`src/hw/pci_claim_pkg.sv`:
```
package pci_claim_pkg;

	// ****************************************
	// bus widths and command codes
	// ****************************************
	localparam int AD_W = 32;
	localparam int CBE_W = 4;
	localparam logic [3:0] CMD_MEM_RD = 4'h6;
	localparam logic [3:0] CMD_MEM_WR = 4'h7;
	localparam logic [3:0] CMD_CFG_RD = 4'ha;
	localparam logic [3:0] CMD_CFG_WR = 4'hb;
	localparam logic [3:0] CMD_MEM_RDM = 4'hc;
	localparam logic [3:0] CMD_MEM_RDL = 4'he;
	localparam logic [3:0] CMD_MEM_WRI = 4'hf;
	localparam int CMD_WRITE_BIT = 0;
	localparam logic [1:0] CFG_TYPE0 = 2'h0;

	// ****************************************
	// timing
	// ****************************************
	localparam logic [2:0] DEVSEL_TIMEOUT_CYC = 3'h5;

	// ****************************************
	// termination results
	// ****************************************
	typedef enum logic [2:0] {
		TERM_NONE,
		TERM_DONE,
		TERM_DISC_DATA,
		TERM_DISC_NODATA,
		TERM_RETRY,
		TERM_TABORT,
		TERM_MABORT
	} term_type;

	// ****************************************
	// helpers
	// ****************************************
	function automatic logic even_par(input logic [AD_W-1:0] ad, input logic [CBE_W-1:0] cbe);
		even_par = ^{ad, cbe};
	endfunction

	function automatic logic is_mem_cmd(input logic [CBE_W-1:0] cmd);
		is_mem_cmd = (cmd == CMD_MEM_RD) || (cmd == CMD_MEM_WR) || (cmd == CMD_MEM_RDM)
			|| (cmd == CMD_MEM_RDL) || (cmd == CMD_MEM_WRI);
	endfunction

	function automatic term_type decode_term(input logic trdy_n, input logic stop_n,
		input logic devsel_n, input logic first);
		if (stop_n)
			decode_term = TERM_NONE;
		else if (devsel_n)
			decode_term = TERM_TABORT;
		else if (!trdy_n)
			decode_term = TERM_DISC_DATA;
		else if (first)
			decode_term = TERM_RETRY;
		else
			decode_term = TERM_DISC_NODATA;
	endfunction

endpackage

```
`src/hw/pci_primary_claim_termination_ctrl.sv`:
```
// Operation
// claim as target only for addresses inside the positive decode window.
// as initiator, master abort if no claim within five cycles of frame.
// release claim, stop, parity-error lines by driving high one cycle first.
// stop with trdy and devsel is a disconnect that still transfers data.
// stop and devsel without trdy is disconnect without data; first phase is retry.
// stop without devsel is a target abort ending the transaction.
// a locking initiator keeps lock high in address phase, low one cycle later.
// as target, sample lock and hold the locked state for the secondary side.
// never drive the primary lock line as initiator.
// claim a type 0 configuration cycle when idsel is high at address.
// signal a data parity error two cycles after data, one after parity.
// parity error is driven by target on writes, initiator on reads.
// parity is even over 36 bits, driven a cycle after those bits.
// on master abort drop frame first, then release irdy, record the abort.
`timescale 1ns/1ps
module pci_primary_claim_termination_ctrl
#(
	parameter logic [2:0] DEVSEL_TIMEOUT = pci_claim_pkg::DEVSEL_TIMEOUT_CYC
)
(
	// clock and reset
	input wire logic clk_sys_i,
	input wire logic rst_n_i,
	// primary bus levels
	input wire logic frame_n_i,
	input wire logic irdy_n_i,
	input wire logic trdy_n_i,
	input wire logic devsel_n_i,
	input wire logic stop_n_i,
	input wire logic lock_n_i,
	input wire logic idsel_i,
	input wire logic [pci_claim_pkg::AD_W-1:0] ad_i,
	input wire logic [pci_claim_pkg::CBE_W-1:0] cbe_n_i,
	input wire logic par_i,
	// target decode window
	input wire logic win_en_i,
	input wire logic [pci_claim_pkg::AD_W-1:0] win_base_i,
	input wire logic [pci_claim_pkg::AD_W-1:0] win_limit_i,
	// target termination requests
	input wire logic tgt_stop_i,
	input wire logic tgt_abort_i,
	// initiator requests
	input wire logic mst_start_i,
	input wire logic mst_last_i,
	input wire logic mst_write_i,
	input wire logic mst_abort_clr_i,
	// values this device drives on ad and cbe
	input wire logic [pci_claim_pkg::AD_W-1:0] drv_ad_i,
	input wire logic [pci_claim_pkg::CBE_W-1:0] drv_cbe_n_i,
	input wire logic drv_oe_i,
	// bus drivers
	output logic frame_n_o,
	output logic frame_oe_o,
	output logic irdy_n_o,
	output logic irdy_oe_o,
	output logic devsel_n_o,
	output logic devsel_oe_o,
	output logic stop_n_o,
	output logic stop_oe_o,
	output logic perr_n_o,
	output logic perr_oe_o,
	output logic par_o,
	output logic par_oe_o,
	// status
	output logic term_valid_o,
	output pci_claim_pkg::term_type term_code_o,
	output logic mst_busy_o,
	output logic mst_abort_seen_o,
	output logic tgt_busy_o,
	output logic tgt_write_o,
	output logic tgt_locked_o
);
	import pci_claim_pkg::*;

	typedef enum logic [2:0] {M_IDLE, M_ADDR, M_DATA, M_LAST, M_REL} mst_state_type;
	typedef enum logic [1:0] {T_IDLE, T_BUSY, T_REL} tgt_state_type;

	logic frame_prev_reg;
	tgt_state_type t_state_reg, t_state_next;
	logic devsel_n_reg, devsel_n_next, devsel_oe_reg, devsel_oe_next;
	logic stop_n_reg, stop_n_next, stop_oe_reg, stop_oe_next;
	logic tgt_write_reg, tgt_write_next, lock_chk_reg, lock_chk_next;
	logic locked_reg, locked_next;
	mst_state_type m_state_reg, m_state_next;
	logic frame_n_reg, frame_n_next, frame_oe_reg, frame_oe_next;
	logic irdy_n_reg, irdy_n_next, irdy_oe_reg, irdy_oe_next;
	logic [2:0] cnt_reg, cnt_next;
	logic seen_reg, seen_next, first_reg, first_next, end_pend_reg, end_pend_next;
	logic term_valid_reg, term_valid_next, abort_seen_reg, abort_seen_next;
	term_type term_code_reg, term_code_next;
	logic perr_n_reg, perr_n_next, perr_oe_reg, perr_oe_next;
	logic addr_phase, cfg_hit, mem_hit, claim_hit, last_done;
	logic claimed, xfer, mabort_now, rx_check, par_err, exp_par, drv_par;
	term_type t_dec;

	// ****************************************
	// decode
	// ****************************************
	assign addr_phase = !frame_n_i && frame_prev_reg && (m_state_reg == M_IDLE);
	// type 0 configuration select
	assign cfg_hit = idsel_i && ((cbe_n_i == CMD_CFG_RD) || (cbe_n_i == CMD_CFG_WR))
		&& (ad_i[1:0] == CFG_TYPE0);
	// positive address decode
	assign mem_hit = win_en_i && is_mem_cmd(cbe_n_i) && (ad_i >= win_base_i)
		&& (ad_i <= win_limit_i);
	assign claim_hit = cfg_hit || mem_hit;
	assign last_done = frame_n_i && !irdy_n_i && (!trdy_n_i || !stop_n_i);
	assign claimed = seen_reg || !devsel_n_i;
	assign xfer = !irdy_n_reg && !trdy_n_i && claimed;
	// no claim by the timeout
	assign mabort_now = !seen_reg && devsel_n_i && (cnt_reg == DEVSEL_TIMEOUT);
	// termination decode
	assign t_dec = decode_term(trdy_n_i, stop_n_i, devsel_n_i, first_reg);
	// receiver of data checks
	assign rx_check = ((t_state_reg == T_BUSY) && tgt_write_reg && !irdy_n_i && !trdy_n_i)
		|| (((m_state_reg == M_DATA) || (m_state_reg == M_LAST)) && !mst_write_i && xfer);
	assign exp_par = even_par(ad_i, cbe_n_i);
	assign drv_par = even_par(drv_ad_i, drv_cbe_n_i);

	pci_parity_unit u_parity (
		.clk_sys_i(clk_sys_i),
		.rst_n_i(rst_n_i),
		.ad_i(ad_i),
		.cbe_n_i(cbe_n_i),
		.par_i(par_i),
		.chk_i(rx_check),
		.drv_ad_i(drv_ad_i),
		.drv_cbe_n_i(drv_cbe_n_i),
		.drv_oe_i(drv_oe_i),
		.err_o(par_err),
		.par_o(par_o),
		.par_oe_o(par_oe_o)
	);

	// ****************************************
	// target side
	// ****************************************
	always_comb
	begin
		t_state_next = t_state_reg;
		devsel_n_next = devsel_n_reg;
		devsel_oe_next = devsel_oe_reg;
		stop_n_next = stop_n_reg;
		stop_oe_next = stop_oe_reg;
		tgt_write_next = tgt_write_reg;
		lock_chk_next = 1'b0;
		locked_next = locked_reg;
		// lock ends once it is high while frame is high
		if (locked_reg && lock_n_i && frame_n_i)
			locked_next = 1'b0;
		unique case (t_state_reg)
			T_IDLE:
			begin
				devsel_oe_next = 1'b0;
				stop_oe_next = 1'b0;
				// claim on decode hit
				if (addr_phase && claim_hit)
				begin
					t_state_next = T_BUSY;
					devsel_n_next = 1'b0;
					devsel_oe_next = 1'b1;
					stop_n_next = 1'b1;
					stop_oe_next = 1'b1;
					tgt_write_next = cbe_n_i[CMD_WRITE_BIT];
					// lock high in address phase
					lock_chk_next = lock_n_i;
				end
			end
			T_BUSY:
			begin
				// lock taken one cycle later
				if (lock_chk_reg && !lock_n_i)
					locked_next = 1'b1;
				// abort drops devsel, keeps stop
				devsel_n_next = devsel_n_reg || tgt_abort_i;
				stop_n_next = stop_n_reg && !(tgt_stop_i || tgt_abort_i);
				// drive high one cycle
				if (last_done || (frame_n_i && irdy_n_i))
				begin
					t_state_next = T_REL;
					devsel_n_next = 1'b1;
					stop_n_next = 1'b1;
				end
			end
			T_REL:
			begin
				t_state_next = T_IDLE;
				devsel_oe_next = 1'b0;
				stop_oe_next = 1'b0;
			end
		endcase
	end

	always_ff @(posedge clk_sys_i or negedge rst_n_i)
	begin
		if (!rst_n_i)
		begin
			frame_prev_reg <= 1'b1;
			t_state_reg <= T_IDLE;
			devsel_n_reg <= 1'b1;
			devsel_oe_reg <= 1'b0;
			stop_n_reg <= 1'b1;
			stop_oe_reg <= 1'b0;
			tgt_write_reg <= 1'b0;
			lock_chk_reg <= 1'b0;
			locked_reg <= 1'b0;
		end
		else
		begin
			frame_prev_reg <= frame_n_i;
			t_state_reg <= t_state_next;
			devsel_n_reg <= devsel_n_next;
			devsel_oe_reg <= devsel_oe_next;
			stop_n_reg <= stop_n_next;
			stop_oe_reg <= stop_oe_next;
			tgt_write_reg <= tgt_write_next;
			lock_chk_reg <= lock_chk_next;
			locked_reg <= locked_next;
		end
	end

	// ****************************************
	// initiator side
	// ****************************************
	always_comb
	begin
		m_state_next = m_state_reg;
		frame_n_next = frame_n_reg;
		frame_oe_next = frame_oe_reg;
		irdy_n_next = irdy_n_reg;
		irdy_oe_next = irdy_oe_reg;
		cnt_next = cnt_reg;
		seen_next = seen_reg;
		first_next = first_reg;
		end_pend_next = end_pend_reg;
		term_valid_next = 1'b0;
		term_code_next = term_code_reg;
		abort_seen_next = abort_seen_reg && !mst_abort_clr_i;
		if ((m_state_reg != M_IDLE) && (m_state_reg != M_REL))
		begin
			seen_next = seen_reg || !devsel_n_i;
			if (cnt_reg < DEVSEL_TIMEOUT)
				cnt_next = 3'(cnt_reg + 3'h1);
		end
		unique case (m_state_reg)
			M_IDLE:
			begin
				if (mst_start_i)
				begin
					m_state_next = M_ADDR;
					frame_n_next = 1'b0;
					frame_oe_next = 1'b1;
					irdy_n_next = 1'b1;
					irdy_oe_next = 1'b1;
					cnt_next = 3'h0;
					seen_next = 1'b0;
					first_next = 1'b1;
					end_pend_next = 1'b0;
				end
			end
			M_ADDR:
			begin
				irdy_n_next = 1'b0;
				frame_n_next = mst_last_i;
				m_state_next = mst_last_i ? M_LAST : M_DATA;
			end
			M_DATA:
			begin
				if (mabort_now)
				begin
					// frame first, irdy after
					m_state_next = M_LAST;
					frame_n_next = 1'b1;
					end_pend_next = 1'b1;
					term_valid_next = 1'b1;
					term_code_next = TERM_MABORT;
					abort_seen_next = 1'b1;
				end
				// stop ends the transaction
				else if ((t_dec != TERM_NONE) && claimed)
				begin
					m_state_next = M_LAST;
					frame_n_next = 1'b1;
					end_pend_next = 1'b1;
					term_valid_next = 1'b1;
					term_code_next = t_dec;
				end
				else
				begin
					if (xfer)
						first_next = 1'b0;
					if (mst_last_i)
					begin
						m_state_next = M_LAST;
						frame_n_next = 1'b1;
					end
				end
			end
			M_LAST:
			begin
				if (end_pend_reg || mabort_now || ((t_dec != TERM_NONE) && claimed) || xfer)
				begin
					m_state_next = M_REL;
					frame_oe_next = 1'b0;
					irdy_n_next = 1'b1;
				end
				if (!end_pend_reg)
				begin
					// abort after frame is already high
					if (mabort_now)
					begin
						term_valid_next = 1'b1;
						term_code_next = TERM_MABORT;
						abort_seen_next = 1'b1;
					end
					// abort or disconnect in final phase
					else if ((t_dec != TERM_NONE) && claimed)
					begin
						term_valid_next = 1'b1;
						term_code_next = t_dec;
					end
					else if (xfer)
					begin
						term_valid_next = 1'b1;
						term_code_next = TERM_DONE;
					end
				end
			end
			M_REL:
			begin
				m_state_next = M_IDLE;
				irdy_oe_next = 1'b0;
				frame_oe_next = 1'b0;
				end_pend_next = 1'b0;
			end
		endcase
	end

	always_ff @(posedge clk_sys_i or negedge rst_n_i)
	begin
		if (!rst_n_i)
		begin
			m_state_reg <= M_IDLE;
			frame_n_reg <= 1'b1;
			frame_oe_reg <= 1'b0;
			irdy_n_reg <= 1'b1;
			irdy_oe_reg <= 1'b0;
			cnt_reg <= 3'h0;
			seen_reg <= 1'b0;
			first_reg <= 1'b0;
			end_pend_reg <= 1'b0;
			term_valid_reg <= 1'b0;
			term_code_reg <= TERM_NONE;
			abort_seen_reg <= 1'b0;
		end
		else
		begin
			m_state_reg <= m_state_next;
			frame_n_reg <= frame_n_next;
			frame_oe_reg <= frame_oe_next;
			irdy_n_reg <= irdy_n_next;
			irdy_oe_reg <= irdy_oe_next;
			cnt_reg <= cnt_next;
			seen_reg <= seen_next;
			first_reg <= first_next;
			end_pend_reg <= end_pend_next;
			term_valid_reg <= term_valid_next;
			term_code_reg <= term_code_next;
			abort_seen_reg <= abort_seen_next;
		end
	end

	// ****************************************
	// parity error line
	// ****************************************
	always_comb
	begin
		perr_n_next = 1'b1;
		perr_oe_next = 1'b0;
		// error two cycles after data
		if (par_err)
		begin
			perr_n_next = 1'b0;
			perr_oe_next = 1'b1;
		end
		// one high cycle before release
		else if (perr_oe_reg && !perr_n_reg)
			perr_oe_next = 1'b1;
	end

	always_ff @(posedge clk_sys_i or negedge rst_n_i)
	begin
		if (!rst_n_i)
		begin
			perr_n_reg <= 1'b1;
			perr_oe_reg <= 1'b0;
		end
		else
		begin
			perr_n_reg <= perr_n_next;
			perr_oe_reg <= perr_oe_next;
		end
	end

	// lock is input only, no driver
	assign frame_n_o = frame_n_reg;
	assign frame_oe_o = frame_oe_reg;
	assign irdy_n_o = irdy_n_reg;
	assign irdy_oe_o = irdy_oe_reg;
	assign devsel_n_o = devsel_n_reg;
	assign devsel_oe_o = devsel_oe_reg;
	assign stop_n_o = stop_n_reg;
	assign stop_oe_o = stop_oe_reg;
	assign perr_n_o = perr_n_reg;
	assign perr_oe_o = perr_oe_reg;
	assign term_valid_o = term_valid_reg;
	assign term_code_o = term_code_reg;
	assign mst_busy_o = frame_oe_reg;
	assign mst_abort_seen_o = abort_seen_reg;
	assign tgt_busy_o = devsel_oe_reg;
	assign tgt_write_o = tgt_write_reg;
	assign tgt_locked_o = locked_reg;
endmodule

```
`src/hw/pci_parity_unit.sv`:
```
`timescale 1ns/1ps
module pci_parity_unit
(
	// clock and reset
	input wire logic clk_sys_i,
	input wire logic rst_n_i,
	// received bus
	input wire logic [pci_claim_pkg::AD_W-1:0] ad_i,
	input wire logic [pci_claim_pkg::CBE_W-1:0] cbe_n_i,
	input wire logic par_i,
	input wire logic chk_i,
	// driven bus
	input wire logic [pci_claim_pkg::AD_W-1:0] drv_ad_i,
	input wire logic [pci_claim_pkg::CBE_W-1:0] drv_cbe_n_i,
	input wire logic drv_oe_i,
	// results
	output logic err_o,
	output logic par_o,
	output logic par_oe_o
);
	import pci_claim_pkg::*;

	logic exp_reg;
	logic exp_next;
	logic chk_reg;
	logic chk_next;
	logic par_reg;
	logic par_next;
	logic par_oe_reg;
	logic par_oe_next;

	always_comb
	begin
		exp_next = even_par(ad_i, cbe_n_i);
		chk_next = chk_i;
		// parity one cycle later
		par_next = even_par(drv_ad_i, drv_cbe_n_i);
		par_oe_next = drv_oe_i;
	end

	always_ff @(posedge clk_sys_i or negedge rst_n_i)
	begin
		if (!rst_n_i)
		begin
			exp_reg <= 1'b0;
			chk_reg <= 1'b0;
			par_reg <= 1'b0;
			par_oe_reg <= 1'b0;
		end
		else
		begin
			exp_reg <= exp_next;
			chk_reg <= chk_next;
			par_reg <= par_next;
			par_oe_reg <= par_oe_next;
		end
	end

	// compare sampled parity bit
	assign err_o = chk_reg && (par_i != exp_reg);
	assign par_o = par_reg;
	assign par_oe_o = par_oe_reg;

endmodule

```
`config.mk`:
```
export PLATFORM = sky130hd
export DESIGN_NAME = pci_primary_claim_termination_ctrl
export DESIGN_NICKNAME = d
export VERILOG_FILES = /design/src/hw/pci_claim_pkg.sv /design/src/hw/pci_primary_claim_termination_ctrl.sv /design/src/hw/pci_parity_unit.sv
export SDC_FILE = /design/constraint.sdc
export NUM_CORES = 1
export LEC_CHECK = 0
export BUFFER_PORTS_ARGS = -buffer_cell sky130_fd_sc_hd__buf_2
export CORE_UTILIZATION = 50
export CTS_BUF_LIST = sky130_fd_sc_hd__clkbuf_2
export CTS_CLUSTER_SIZE = 14
export DETAILED_ROUTE_END_ITERATION = 12
export GPL_TIMING_DRIVEN = 0
export PLACE_DENSITY = 0.86
export SETUP_SLACK_MARGIN = 0.15
export SLEW_MARGIN = 20
export SYNTH_ARGS = -nofsm -noshare
export SYNTH_HDL_FRONTEND = slang
export SYNTH_SLANG_ARGS = --single-unit
```
`constraint.sdc`:
```
create_clock -name clk_sys_i -period 2.4 [get_ports clk_sys_i]
set_input_delay 0 -clock clk_sys_i [delete_from_list [all_inputs] [get_ports clk_sys_i]]
set_output_delay 0 -clock clk_sys_i [all_outputs]
set_load 0.02 [all_outputs]
```
Yosys cells after proc, flatten, opt, wreduce, memory -nomap -nowiden
Index checks and enable logic that the tools add are counted.
{ "word_totals": {"register_bits": 33, "mem_bits_rw": 0, "n_memories": 0, "latchBits": 0, "rom_bits": 0} }
{ "op_classes": {"addsub": 1, "shifts": 0, "multipliers": 0, "bitwise": 0, "n_eq_ne": 27, "reduce_logical": 84, "n_lt_le_gt_ge": 3, "muxes": 72, "n_div": 0} }
{ "ops": {"columns": ["cell", "count"], "rows": [
  ["$reduce_xor A36 Y1", 2],
  ["$mux W3", 19],
  ["$mux W1", 37],
  ["$ge A32 B32 Y1", 1],
  ["$le A32 B32 Y1", 1],
  ["$logic_and A1 B1 Y1", 29],
  ["$eq A4 B4 Y1 const B", 5],
  ["$reduce_bool A3 Y1", 6],
  ["$logic_or A1 B1 Y1", 16],
  ["$pmux W3 S5", 1],
  ["$reduce_and A3 Y1", 5],
  ["$pmux W1 S2", 7],
  ["$logic_not A1 Y1", 12],
  ["$ne A2 B2 Y1 const B", 6],
  ["$pmux W1 S3", 4],
  ["$reduce_bool A2 Y1", 5],
  ["$eq A4 B3 Y1 const B", 2],
  ["$ne A4 B3 Y1 const B", 2],
  ["$reduce_and A2 Y1", 4],
  ["$eq A3 B2 Y1 const B", 2],
  ["$eq A3 B3 Y1 const B", 2],
  ["$pmux W2 S3", 1],
  ["$pmux W3 S2", 1],
  ["$reduce_and A5 Y1", 1],
  ["13 further kinds", 16]
]} }

Longest topological paths before layout
{ "depth": {"ltp_word": 12, "ltp_mapped": 9, "ltp_nobuf": 9} }

Modules after synthesis
A second synthesis with hierarchy kept.
{ "hier_totals": {"cells_unflattened": 458, "hier_area_um2": 3841.2} }
{ "modules_own_cells": {"columns": ["mod", "cells_per_inst", "area_each_um2", "n_inst"], "rows": [
  ["pci_primary_claim_termination_ctrl", 384, 3103.0, 1],
  ["pci_parity_unit", 74, 738.2, 1]
]} }

Least setup slack after synthesis
OpenSTA, ideal clock, no wires.
{ "synth_path": {"kind": "input -> register", "startpoint": "input win_limit_i[29] (netlist bit)", "endpoint": "register tgt_write_reg (netlist: tgt_write_o)", "arrival_time_ns": 2.128, "path_slack_ns": 0.144, "setup_time_ns": 0.128, "path_stages": 9, "path_cell_list": "inv_1 ha_1 nand4_2 or4_4 nor3_2 nor2_1 a221o_2 a21oi_2 mux2_1"} }
{ "synth_between": {"elab_chain_len": 5} }
{ "synth_rtl": {"columns": ["element", "line", "source"], "rows": [
  ["from (decl)", "pci_primary_claim_termination_ctrl.sv:39", "input wire logic [pci_claim_pkg::AD_W-1:0] win_limit_i,"],
  ["$le A32 B32 Y1", "pci_primary_claim_termination_ctrl.sv:106", "&& (ad_i <= win_limit_i);"],
  ["$logic_and A1 B1 Y1", "pci_primary_claim_termination_ctrl.sv:106", null],
  ["$logic_or A1 B1 Y1", "pci_primary_claim_termination_ctrl.sv:107", "assign claim_hit = cfg_hit || mem_hit;"],
  ["$logic_and A1 B1 Y1", "pci_primary_claim_termination_ctrl.sv:158", "if (addr_phase && claim_hit)"],
  ["$reduce_and A2 Y1 (no line)", null, null],
  ["to (signal assigned)", "pci_primary_claim_termination_ctrl.sv:217", "tgt_write_reg <= tgt_write_next;"],
  ["to (decl)", "pci_primary_claim_termination_ctrl.sv:83", "logic tgt_write_reg, tgt_write_next, lock_chk_reg, lock_chk_next;"]
]} }
No other way between the ends.
A chain may end at the register's enable or synchronous reset.

Worst setup path in the final report
{ "layout_path": {"startpoint": "input ad_i[29] (netlist bit)", "endpoint": "register tgt_write_reg (netlist: tgt_write_o)"} }
{ "layout_between": {"elab_chain_len": 6, "word_cells_on_any_way": 7, "cone_classes": "order compare (2); reduce/logical (5)"} }
{ "layout_rtl": {"columns": ["element", "line", "source"], "rows": [
  ["from (decl)", "pci_primary_claim_termination_ctrl.sv:33", "input wire logic [pci_claim_pkg::AD_W-1:0] ad_i,"],
  ["$ge A32 B32 Y1", "pci_primary_claim_termination_ctrl.sv:105", "assign mem_hit = win_en_i && is_mem_cmd(cbe_n_i) && (ad_i >= win_base_i)"],
  ["$logic_and A1 B1 Y1", "pci_primary_claim_termination_ctrl.sv:105", null],
  ["$logic_and A1 B1 Y1 (*)", "pci_primary_claim_termination_ctrl.sv:106", null],
  ["$logic_or A1 B1 Y1 (*)", "pci_primary_claim_termination_ctrl.sv:107", null],
  ["$logic_and A1 B1 Y1 (*)", "pci_primary_claim_termination_ctrl.sv:158", null],
  ["$reduce_and A2 Y1 (no line) (*)", null, null]
]} }
Every way passes the cells marked *; elsewhere a longest branch is shown, timed or not.

==> flow_summary.yaml <==
routing:
  drt_iter0_drc: 143
  drc: 0
  via_count: 4089
  routed_wl_um: 10600
  dr.pass1.iters: 5
  wire_per_inst_um: 13.5
  viasPerCell: 5.21
  ant_nets: 0
logic_synthesis:
  syn_inst: 486
  synth.avg_cell_area_um2: 8.23
  synthArstFlopShare: 1.00
  synth_top_family_by_area: "adder cells"
  synthMuxAreaShare: 0.00282
  synthTopCellsByArea: "ha_1 24%, dfrtp_1 17%, xnor2_1 14%"
  synth-adder-area-share: 0.238
  yosysTopAreaCellShare: 0.238
  synth-simple-area-share: 0.147
  synth.distinct_cells: 57
  synth_flop_cell: "dfrtp_1"
  synth_warnings: 0
  yosys.area.top_type: "ha_1"
  synthXorXnorAreaFrac: 0.151
  syn_area_um2: 4000
  synth_compound_area_frac: 0.167
  ys_ff_latch: 33
  synth_edf_count: 0
  synth_seq_area_share: 0.208
  synth_nets: 716
critical_path:
  cp_slowest_stage_delay_ns: 0.60
  crit_chain: "buf_2 > ha_1 > nand4_2 > or4_4 > nor3_4 > nor2_1 > a221o_2 > a21oi_4 > mux2_1"
  r2r_cells: 7
  worstPathArrival_ns: 2.46
  crit_path_max_fanout: 8
  crit_start: "ad_i[29]"
  start_kind: "primary input"
  endpoint_kind: "register"
  crit_cells: 9
  timing.critical_path.to: "tgt_write_o"
  critical_path_buf_inv_count: 1
  r2r-end: "frame_oe_o"
  reg2reg_setup_slack_ns: 0.32
  slowest_stage: "or4_4"
  r2r_start: "m_state_reg[1]"
  cp.required_ns: 2.65
  worstSetupPathType: "primary input to register"
  critPathTopFamily: "simple AND/OR/NAND/NOR gates"
final_layout:
  ff_latch_area_um2: 833
  drive_gt1_frac: 0.294
  fillers: 639
  nNetsFinal: 912
  antennaDiodeCount: 0
  multi_input_area_um2: 2840
  syn2layout_area_growth_pct: 30.1
power_and_ir_drop:
  powerDensity_nw_per_um2: 601
  p_leak_nw: 2.78
  peakVddDrop_uv: 312
clock_tree:
  htreeDepth: 2
  cts_buffers: 5
  cts_buffer_depth: 2
  clk_latency_ns: 0.37
  ctsRootBufferMaster: "clkbuf_2"
  clkSinkCount: 33
  post-cts-setup-buffers: 0
  clk_pin_slew_ns: 0.16
  cts_tree: "built"
sta:
  worst_slew_pin_slew_ns: 0.724
  timing.final.hold_violations: 0
  worst_hold_slack_ns: 0.0346
  final_max_slew_viol_count: 0
  skew_ns: 0.0178
  worst_slack_ns: 0.190
  fin_crit_ns: 2.21
  fmax_mhz: 453
  timing.setup.tns_ns: 0
  post-route-period-util: 0.921
  maxSlewHeadroom: 0.517
  setup_viol: 0
  rsz0062_at_grt: "yes"
grt:
  track_usage: 0.249
  grt_pass1_vias: 4010
  grt_max_degree: 34
  grt-ovfl-total: 0
  grt_pass1_wl_um: 17100
  antenna_found_initial: 0
die:
  chipWidth_um: 91.4
  num_io_pins: 175
  rows: 32
  core_area_um2: 7730
  die_y_um: 91.4
  initial_core_util: 0.517
  die_area_um2: 8360
placed_design:
  place_congestion: 0.913
  pre_cts_slack_ns: -0.182
  dp_hpwl_um: 9010
  io_buffers: 174
job:
  cap_violations: 0
outcome:
  status: "finished clean"
min_path:
  hp-class: "primary input to register"
## cell usage after synthesis, types with 2 or more instances
library cell,instances
a211o_1,2
a211oi_1,4
buf_4,3
nand3_1,11
dfstp_2,6
o31a_1,2
nor2_1,25
and3_1,4
nand2b_1,3
inv_1,80
nand4b_1,2
ha_1,76
o21ai_0,17
nor2b_1,5
xnor2_1,64
a21oi_1,41
o21ai_1,9
o21a_1,4
nor3b_1,2
a21o_1,5
a221oi_1,2
nor4_1,2
xor2_1,5
nor3_1,5
and4_1,4
o22ai_1,3
a22oi_1,2
a31oi_1,4
o2111ai_1,2
nand4_1,11
dfrtp_1,27
clkbuf_1,5
nand2_1,25
## logic make-up (layout without fill, tap and decap cells)
logic type                 after synthesis  in the layout
muxes                                    1              1
adders and majority gates               76             76
xor gates and xnor gates                69             69
AOI/OAI and AO/OA                      108            108
DFF                                     33             33
buffers and inverters                   89            286
and+or+nand+nor                        110            110
## layout by cell type, fill, tap and decap left out, types with 4 or more instances in the layout
master         Yosys  final
o21ai_1            9      9
xor2_1             5      5
o21a_1             4      4
a21o_1             5      5
o21ai_0           17     17
a211oi_1           4      4
clkbuf_2           0      8
buf_2              0    174
nand2_1           25     25
and4_1             4      4
dlygate4sd3_1      0     15
a21oi_1           41     41
nor3_1             5      5
a31oi_1            4      4
nor2_1            25     24
dfstp_2            6      6
nand4_1           11     11
and3_1             4      4
dfrtp_1           27     27
ha_1              76     76
nor2b_1            5      5
xnor2_1           64     64
inv_1             80     80
nand3_1           11     11
## repair_timing
item | in CTS | in global routing
gates resized for setup | 0 | 6
endpoints found under the hold margin | 42 | 0
endpoints found under the setup margin | 0 | 4
hold buffers | 15 | 0
## final cells by class
cell class	instances	share of cell area
Buffer	8	0.00818
Tap cell	102	0.0245
Multi-Input combinational cell	364	0.545
Sequential cell	33	0.160
Clock buffer	7	0.00673
Inverter	81	0.0584
Clock inverter	1	0.000721
Timing Repair Buffer	189	0.196
## tightest hold or removal path: cells and delay by family
family | cells | cell delay (ns)
simple gates | 3 | 0.25
buf+inv | 1 | 0.14
## worst min path at each step
stage	depth (start not counted)	to	slack [ns]	start
after floorplan	0	cnt_reg[0]	-0.30	rst_n_i
after global placement	1	m_state_reg[2]	0.09	rst_n_i
after detailed placement	1	m_state_reg[2]	0.10	rst_n_i
after CTS	3	u_parity.exp_reg	0.01	ad_i[16]
after global routing	4	seen_reg	0.03	devsel_n_i
final	4	seen_reg	0.03	devsel_n_i
## report_power, final
group / switching (mW) / total [mW] / internal (mW)
logic: 1.07 / 1.92 / 0.851
registers: 0.157 / 0.946 / 0.790
clock network: 0.182 / 0.260 / 0.0781
## routing by layer
metal,GRT usage,vias up,share of wire
li1,-,2061,-
met1,0.285,1842,0.41
met2,0.466,156,0.52
met3,0.0335,30,0.046
met4,0.0873,0,0.026
met5,0,-,0
## through the flow
stage               cell area (um^2)  power, mW   util  std cells
global placement                5000       2.74  0.647        762
finish                          5200       3.13  0.673        785
global route                    5200       3.41  0.673        785
detailed placement              5000       2.83  0.647        762
floorplan                       4000       2.28      -        486
CTS                             5190       3.12  0.671        785
Note: power is estimated with default switching activity, not from simulation.
